**src/hw/pxc_map.svh**
```systemverilog
// Offsets, field positions, reset values and widths for the block
`ifndef PXC_MAP_SVH
`define PXC_MAP_SVH

// Register address in the vendor management space
`define PXC_EXT_CTRL_ADDR 16'h8002

// Field positions
`define PXC_PREC_BIT 15
`define PXC_MII_SUPP_BIT 11
`define PXC_COORD_OVR_BIT 1
`define PXC_COORD_ROLE_BIT 0

// Reset values of the fields
`define PXC_PREC_RST 1'h0
`define PXC_MII_SUPP_RST 1'h1
`define PXC_COORD_OVR_RST 1'h0
`define PXC_COORD_ROLE_RST 1'h0

// Widths
`define PXC_DATA_W 16
`define PXC_ID_W 8

`endif

```
**src/hw/pxc_pkg.sv**
```systemverilog
// Types shared by the extension control block
package pxc_pkg;

  // Software-visible control fields of the extension register
  typedef struct packed {
    logic prec_en;
    logic mii_supp;
    logic coord_ovr;
    logic coord_role;
  } pxc_ctrl_t;

  // PLCA indications travelling between the internal RS and the MII
  typedef struct packed {
    logic beacon;
    logic commit;
  } pxc_ind_t;

endpackage : pxc_pkg

```
**src/hw/pxc_ext_ctrl.sv**
```systemverilog
// PLCA extension control: register, precedence, MII gating, role select
`timescale 1ns/10ps
`include "pxc_map.svh"
// Notes on behaviour
// - Bit 15 enables precedence mode, resets zero
// - Precedence mode ends cycle after each packet
// - Lowest node ID always wins under precedence
// - Bit 11 suppresses MII extensions while internal PLCA is off, resets one
// - Bit 1 override: role follows select bit
// - Without override, coordinator exactly when ID zero
// - Bit 0 selects coordinator, resets zero
// - Override ignores node ID for role
module pxc_ext_ctrl
  import pxc_pkg::*;
(
  // Clock, reset, enable
  input wire logic mclk,
  input wire logic rst_n,
  input wire logic ce,
  // Management register access
  input wire logic reg_wr,
  input wire logic reg_rd,
  input wire logic [15:0] reg_addr,
  input wire logic [`PXC_DATA_W-1:0] reg_wdata,
  output logic [`PXC_DATA_W-1:0] reg_rdata,
  output logic reg_hit,
  // PLCA configuration and status from the RS
  input wire logic plca_en,
  input wire logic [`PXC_ID_W-1:0] local_id,
  input wire logic [`PXC_ID_W-1:0] cur_to_id,
  input wire logic pkt_done,
  // Role and arbitration results to the RS
  output logic coordinator,
  output logic cycle_restart,
  output logic prec_grant,
  // Indications between internal RS and the MII
  input wire pxc_ind_t rs_ind,
  input wire pxc_ind_t mii_ind,
  output pxc_ind_t to_mii,
  output pxc_ind_t to_rs
);

  // Stored fields, one flop each, gathered into the carrier struct
  logic prec_r;
  logic supp_r;
  logic ovr_r;
  logic role_r;
  pxc_ctrl_t ctrl;

  // Decode and access strobes
  logic addr_ok;
  logic wr_stb;
  logic rd_stb;
  logic any_stb;

  // Next values of the registered outputs, with the pass and own-ID terms they use
  logic [`PXC_DATA_W-1:0] rdata_nxt;
  logic role_nxt;
  logic restart_nxt;
  logic grant_nxt;
  logic ind_pass;
  logic at_own_id;
  pxc_ind_t to_mii_nxt;
  pxc_ind_t to_rs_nxt;

  // Address decode; every other offset is refused with no side effect
  always_comb begin
    if (reg_addr == `PXC_EXT_CTRL_ADDR) begin
      addr_ok = 1'b1;
    end else begin
      addr_ok = 1'b0;
    end
  end

  // Strobes are gated by the enable so a frozen block takes no access
  assign wr_stb = ce && reg_wr && addr_ok;
  assign rd_stb = ce && reg_rd && addr_ok;
  assign any_stb = wr_stb || rd_stb;

  // Precedence enable; off after reset so standard arbitration runs
  always_ff @(posedge mclk) begin
    if (!rst_n) begin
      prec_r <= `PXC_PREC_RST;
    end else if (wr_stb) begin
      prec_r <= reg_wdata[`PXC_PREC_BIT];
    end
  end

  // Extension suppress; set after reset so a plain MAC sees no commands while internal PLCA is off
  always_ff @(posedge mclk) begin
    if (!rst_n) begin
      supp_r <= `PXC_MII_SUPP_RST;
    end else if (wr_stb) begin
      supp_r <= reg_wdata[`PXC_MII_SUPP_BIT];
    end
  end

  // Coordinator override; clear after reset so the node ID decides
  always_ff @(posedge mclk) begin
    if (!rst_n) begin
      ovr_r <= `PXC_COORD_OVR_RST;
    end else if (wr_stb) begin
      ovr_r <= reg_wdata[`PXC_COORD_OVR_BIT];
    end
  end

  // Role select; only consulted while the override is set
  always_ff @(posedge mclk) begin
    if (!rst_n) begin
      role_r <= `PXC_COORD_ROLE_RST;
    end else if (wr_stb) begin
      role_r <= reg_wdata[`PXC_COORD_ROLE_BIT];
    end
  end

  // Fields in one carrier for the logic below
  assign ctrl.prec_en = prec_r;
  assign ctrl.mii_supp = supp_r;
  assign ctrl.coord_ovr = ovr_r;
  assign ctrl.coord_role = role_r;

  // Read word; unused bits are tied low, so writes to them are lost
  always_comb begin
    rdata_nxt = '0;
    if (rd_stb) begin
      rdata_nxt[`PXC_PREC_BIT] = ctrl.prec_en;
      rdata_nxt[`PXC_MII_SUPP_BIT] = ctrl.mii_supp;
      rdata_nxt[`PXC_COORD_OVR_BIT] = ctrl.coord_ovr;
      rdata_nxt[`PXC_COORD_ROLE_BIT] = ctrl.coord_role;
    end
  end

  // Read data stands one cycle and then returns to zero
  always_ff @(posedge mclk) begin
    if (!rst_n) begin
      reg_rdata <= '0;
    end else if (ce) begin
      reg_rdata <= rdata_nxt;
    end
  end

  // Hit flags any access to the mapped offset, write or read
  always_ff @(posedge mclk) begin
    if (!rst_n) begin
      reg_hit <= 1'b0;
    end else if (ce) begin
      reg_hit <= any_stb;
    end
  end

  // Role: override takes the select bit, else node ID zero decides
  always_comb begin
    if (ctrl.coord_ovr) begin
      role_nxt = ctrl.coord_role;
    end else begin
      role_nxt = (local_id == 8'h00);
    end
  end

  // Role is registered, so the RS sees a field write one cycle after the field takes it
  always_ff @(posedge mclk) begin
    if (!rst_n) begin
      coordinator <= 1'b0;
    end else if (ce) begin
      coordinator <= role_nxt;
    end
  end

  // Precedence ends the cycle after every packet sent or received; the
  // restart pulse sends the RS back to the lowest node ID. Peers on
  // standard PLCA will not follow it, so mixed segments misbehave.
  always_comb begin
    restart_nxt = 1'b0;
    if (ctrl.prec_en && plca_en) begin
      restart_nxt = pkt_done;
    end
  end

  // Restart stands one cycle for each packet end
  always_ff @(posedge mclk) begin
    if (!rst_n) begin
      cycle_restart <= 1'b0;
    end else if (ce) begin
      cycle_restart <= restart_nxt;
    end
  end

  // Opportunity has reached our own node ID
  assign at_own_id = (cur_to_id == local_id);

  // Every cycle restarts from zero, so a busy low ID keeps winning and
  // higher IDs may starve; that is the price of strict precedence
  always_comb begin
    grant_nxt = 1'b0;
    if (ctrl.prec_en && plca_en && !pkt_done) begin
      grant_nxt = at_own_id;
    end
  end

  // Grant is withheld in the cycle of a packet end, as a restart follows
  always_ff @(posedge mclk) begin
    if (!rst_n) begin
      prec_grant <= 1'b0;
    end else if (ce) begin
      prec_grant <= grant_nxt;
    end
  end

  // Indications pass while internal PLCA runs or suppression is off
  assign ind_pass = plca_en || !ctrl.mii_supp;

  // Towards the MII: a plain MAC must not see commands it cannot decode
  always_comb begin
    to_mii_nxt = '0;
    if (ind_pass) begin
      to_mii_nxt = rs_ind;
    end
  end

  // From the MII: stray codes from a plain MAC must not reach the RS
  always_comb begin
    to_rs_nxt = '0;
    if (ind_pass) begin
      to_rs_nxt = mii_ind;
    end
  end

  // Indication towards the MII, one cycle behind the RS
  always_ff @(posedge mclk) begin
    if (!rst_n) begin
      to_mii <= '0;
    end else if (ce) begin
      to_mii <= to_mii_nxt;
    end
  end

  // Indication towards the RS, one cycle behind the MII
  always_ff @(posedge mclk) begin
    if (!rst_n) begin
      to_rs <= '0;
    end else if (ce) begin
      to_rs <= to_rs_nxt;
    end
  end

endmodule : pxc_ext_ctrl

```
**config.mk**
```make
export PLATFORM = sky130hd
export DESIGN_NAME = pxc_ext_ctrl
export DESIGN_NICKNAME = d
export VERILOG_FILES = /design/src/hw/pxc_pkg.sv /design/src/hw/pxc_ext_ctrl.sv
export VERILOG_INCLUDE_DIRS = /design/src /design/src/hw
export SDC_FILE = /design/constraint.sdc
export NUM_CORES = 1
export LEC_CHECK = 0
export BUFFER_PORTS_ARGS = -buffer_cell sky130_fd_sc_hd__buf_2
export CORE_ASPECT_RATIO = 1.1
export CORE_MARGIN = 5
export CORE_UTILIZATION = 33
export CTS_CLUSTER_DIAMETER = 120
export DETAILED_ROUTE_END_ITERATION = 16
export PLACE_DENSITY = 0.76
export SETUP_SLACK_MARGIN = 0.02
export SLEW_MARGIN = 20
export SYNTH_ARGS = -nofsm -noshare
export SYNTH_HDL_FRONTEND = slang
export SYNTH_SLANG_ARGS = --single-unit
```
**constraint.sdc**
```tcl
create_clock -name mclk -period 1 [get_ports mclk]
set_input_delay 0.15 -clock mclk [delete_from_list [all_inputs] [get_ports mclk]]
set_output_delay 0.15 -clock mclk [all_outputs]
set_load 0.05 [all_outputs]
```
==> results of run 1 <==
-- kinds of logic after synthesis --
family / count (synthesis)
other: 1
buffers and inverters: 17
XOR/XNOR: 8
flip-flops: 16
AND/OR/NAND/NOR: 41
AO/OA/AOI/OAI: 23
-- final timing paths --
| kind | to | depth (start not counted) | start |
|---|---|---|---|
| worst min register to register | reg_rdata[1] | 2 | reg_rdata[1] |
| worst max-delay path | reg_rdata[15] | 1 | reg_rdata[15] |
| worst max register to register | coordinator | 3 | ovr_r |
| worst min-delay path | supp_r | 2 | rst_n |
-- worst register-to-register path, stage by stage, from the launching register on --
cell and delay (ns):
dfxtp_1 0.36, nor3_1 0.19, a21oi_1 0.06, a21oi_1 0.12
-- stage by stage --
step           instance area (sq um)  TNS [ns]  setup slack [ns]  cells  total power, uW
2_1_floorplan                    956    -0.409           -0.0957    117              902
6_report                        1360         0            0.0601    204             1430
3_3_place_gp                    1230     -1.84            -0.183    200             1010
4_1_cts                         1330         0            0.0217    204             1440
5_1_grt                         1360         0           0.00245    204             1510
3_5_place_dp                    1230     -2.01            -0.219    200             1020
-- where the power goes --
group,leakage [uW],internal [uW],switching (uW),total (uW)
combinational,0.000442,136,223,360
clock,0.0000210,221,196,417
sequential,0.000134,646,5.20,651
-- repair_timing --
| action | 4_1_cts | 5_1_grt |
|---|---|---|
| gates resized for setup | 21 | 14 |
| endpoints found under the setup margin | 12 | 17 |
| pin swaps | 0 | 2 |
-- state kept, by name, indices dropped and copies added (netlist names) --
register and cells:
prec_r 1, reg_hit 1, ovr_r 1, supp_r 1, cycle_restart 1, to_rs 2
coordinator 1, reg_rdata 4, role_r 1, prec_grant 1, to_mii 2
-- layer usage --
| metal | vias up | share of wire, % | GRT usage, % |
|---|---|---|---|
| li1 | 487 | - | - |
| met1 | 415 | 38 | 13.5 |
| met2 | 33 | 53 | 21.8 |
| met3 | 2 | 7.7 | 2.19 |
| met4 | 0 | 1.1 | 6.65 |
| met5 | - | 0 | 0 |
-- cell usage after synthesis, types with 2 or more instances --
cell type,number
dfxtp_1,16
nand2b_1,11
nand2_1,3
o21ai_0,4
nor3_1,3
nor2_1,2
buf_4,12
nand4_1,11
nand3_1,4
clkbuf_1,3
xor2_1,4
xnor2_1,4
a21oi_1,15
or4_1,2
-- final cells by class --
class | instances | area (sq um) | area share, %
Clock buffer | 4 | 36.3 | 2.66
Sequential cell | 16 | 333 | 24.4
Inverter | 1 | 3.75 | 0.275
Tap cell | 33 | 41.3 | 3.03
Multi-Input combinational cell | 84 | 519 | 38.1
Timing Repair Buffer | 66 | 429 | 31.5
==> results.cfg, run 1 <==
[outcome]
status = completed

[clock_network]
worstSkewPairLatency_ns = 0.28
clk_pin_slew_ns = 0.10
post_cts_buffers = 0
h-tree-depth = 1
holdBufCountCts = 0
clockRootBuffer = clkbuf_4
cts_buffer_depth = 2
cts_tree = yes
numCtsBuffers = 3
cts_sinks = 16

[drt]
ant_nets = 0
wl_um = 2340
vias = 937
viasPerCell = 4.59
first_pass_iters = 5
drtIter0Drc = 19
drc = 0
wl_per_cell_um = 11.5

[worst_setup_path]
path_delay_family = flip-flops
required_ns = 0.85
reg2reg_setup_slack_ns = 0.20
worst-path-max-fanout = 2
cp_slowest_cell = dfxtp_1
worstSetupPathType = flip-flop to output pin
arrival_ns = 0.79
timing.critical_path.buf_inv = 1
path_cells = buf_6
slowest_delay_ns = 0.35
end_kind = output pin
worstSetupStartpointType = flip-flop

[sta]
hold_viol = 0
finalMaxSlewViolations = 0
rsz0062_at_grt = yes
fmax_mhz = 1060
setup_viol = 0
period_minus_slack_ns = 0.940
finalClockSkew_ns = 0.00799
post-route-period-util_pct = 94.0
hold_slack_ns = 0.0934

[placement]
hpwl_um = 2060
gp_congestion = 0.764
port_buffers = 58

[synthesis]
synth_compound_area_share_pct = 13.8
yosysTopAreaCell = dfxtp_1
synth_top_area_share_pct = 35.4
ys_seq_elements = 16
async_flop_share_pct = 0
synth.avg_cell_area_sq_um = 8.55
synthXorXnorAreaFrac_pct = 7.73
synth-simple-area-share_pct = 29.8
netlist_area_sq_um = 906
netlist_instances = 106
ys.warnings.count = 0
ys_top_cells_by_area = dfxtp_1, buf_4, a21oi_1
synthAdderAreaFrac_pct = 0
synth_edf_count = 0
synth_top_flop_cell = dfxtp_1
yosysUniqueCellTypes = 26
synth_top_family_by_area = simple AND/OR/NAND/NOR gates
yosysSeqAreaShare_pct = 35.4
synthMuxAreaShare_pct = 0

[min_path]
hp-class = input pin to flip-flop

[cells_and_area]
fin_nets = 231
layout_commonest_cell = buf_2
antenna_cells = 0
n_fill_cell = 265
drive_gt1_share_pct = 49.1
finish.utilization_pct = 50.4
final_cell_mix = buf_2, a21oi_1, buf_6
syn_to_final_growth_pct = 50.4

[run]
drv_cap = 0

[global_routing]
grt_pass1_wl_um = 3770
antenna_found_initial = 0
grt_pass1_vias = 918
grt_use_total_pct = 12.3
grt-ovfl-total = 0
grt_max_degree = 20

[floorplanning]
die_height_um = 65.0
die_w_um = 60.0
dieArea_sq_mm = 0.00389
initial_core_util_pct = 33.5
fp-row-count = 20
io-pin-count = 83
core_sq_mm = 0.00270

[power]
leakage_uw = 0.000597
ir_drop_mv = 0.506
power_density_mw_per_mm2 = 1050
Note: power is estimated with default switching activity, not from simulation.
==> run 2: changes to the inputs <==
RECOVER_POWER = 25   (was not set)
==> run 2 against run 1 <==
Against the previous run:
- routed wire length unchanged
- critical path type unchanged
- utilization did not move
- critical endpoint unchanged
- clock skew did not move
- cell count unchanged
- die area stayed put
- largest power group unchanged
- critical path depth is the same
==> results.cfg, run 2 (synthesis results as in run 1) <==
[worst_setup_path]
r2r_cells = 3
end_kind = output pin
r2r_end = coordinator
path_cells = buf_6
slowest_delay_ns = 0.35
worstSetupPathType = flip-flop to output pin
cp_slowest_cell = dfxtp_1
arrival_ns = 0.79
worst-path-max-fanout = 2
required_ns = 0.85
crit_cells = 1
path_delay_family = flip-flops
timing.rr.start = ovr_r
worstSetupStartpointType = flip-flop
timing.critical_path.buf_inv = 1
reg2reg_setup_slack_ns = 0.20

[clock_network]
clk_pin_slew_ns = 0.10
numCtsBuffers = 3
worstSkewPairLatency_ns = 0.28
clockRootBuffer = clkbuf_4
cts_buffer_depth = 2
post_cts_buffers = 0
h-tree-depth = 1
cts_sinks = 16
cts_tree = yes

[floorplanning]
fp-row-count = 20
initial_core_util_pct = 33.5
dieArea_sq_mm = 0.00389
die_height_um = 65.0
die_w_um = 60.0
core_sq_mm = 0.00270
io-pin-count = 83

[power]
leakage_uw = 0.000597
ir_drop_mv = 0.506
power_density_mw_per_mm2 = 1050

[drt]
wl_um = 2340
vias = 937
viasPerCell = 4.59
drc = 0
wl_per_cell_um = 11.5
ant_nets = 0
drtIter0Drc = 18
first_pass_iters = 5

[cells_and_area]
layout_commonest_cell = buf_2
finish.utilization_pct = 50.4
final_cell_mix = buf_2, a21oi_1, buf_6
largest_register_ffs = 4
stdcell_count = 204
top_register = reg_rdata
antenna_cells = 0
drive_gt1_share_pct = 49.1
fin_nets = 231
top_regs = reg_rdata: 4 flops, to_mii: 2 flops, to_rs: 2 flops
syn_to_final_growth_pct = 50.4

[global_routing]
grt-ovfl-total = 0
grt_max_degree = 20
grt_pass1_wl_um = 3770
antenna_found_initial = 0
grt_use_total_pct = 12.3
grt_pass1_vias = 918

[sta]
fmax_mhz = 1060
finalMaxSlewViolations = 0
period_minus_slack_ns = 0.940
setup_viol = 0
post-route-period-util_pct = 94.0
rsz0062_at_grt = yes
finalClockSkew_ns = 0.00799
hold_viol = 0

[min_path]
hp-class = input pin to flip-flop
worst_hold_path.endpoint = supp_r
holdPathStages = 2
min_from = rst_n

[run]
drv_cap = 0

[placement]
dp.cells = 200
gp_congestion = 0.764
port_buffers = 58
hpwl_um = 2060

[outcome]
status = completed
==> run 2: worst max path at each step <==
stage	startpoint	endpoint
detailed placement	reg_addr[3]	ovr_r
floorplan	reg_addr[11]	prec_r
finish	reg_rdata[15]	reg_rdata[15]
global route	reg_addr[3]	reg_rdata[15]
CTS	reg_rdata[1]	reg_rdata[1]
global placement	local_id[0]	coordinator
==> run 2: worst reg2reg max path: stages (launching register included) <==
cell and delay [ns]:
dfxtp_1 0.36, nor3_1 0.19, a21oi_1 0.06, a21oi_1 0.12
==> run 2: cell type report <==
class                      instances  area, sq um
fill                             265         1340
multi-input combinational         84          519
timing repair buffer              66          429
sequential                        16          333
tap                               33         41.3
inverter                           1         3.75
clock buffer                       4         36.3
==> run 2: per-layer routing <==
metal | global-route usage, % | vias up | share of wire (%)
met5 | 0 | - | 0
met4 | 6.65 | 0 | 1.1
met3 | 2.19 | 2 | 7.7
met2 | 21.8 | 33 | 53
met1 | 13.5 | 415 | 38
li1 | - | 487 | -
==> run 2: metrics by stage <==
stage | setup TNS (ns) | setup slack, ns | total power [uW] | area (sq um) | hold WS [ns]
after floorplan | -0.409 | -0.0957 | 902 | 956 | 0.230
after global placement | -1.84 | -0.183 | 1010 | 1230 | 0.380
after detailed placement | -2.01 | -0.219 | 1020 | 1230 | 0.388
after CTS | 0 | 0.0217 | 1440 | 1330 | 0.0824
after global routing | 0 | 0.00245 | 1510 | 1360 | 0.0860
final | 0 | 0.0601 | 1430 | 1360 | 0.0934
==> run 2: power by group <==
group	internal, uW	leakage [uW]	switching [uW]
combinational	136	0.000442	223
clock	221	0.0000210	196
sequential	646	0.000134	5.20
total	1000	0.000597	424
==> run 2: what timing repair did <==
action | 4_1_cts | 5_1_grt
setup endpoints to repair | 12 | 17
resized for setup | 21 | 14
pin swaps | 0 | 2
hold buffers | 0 | 0
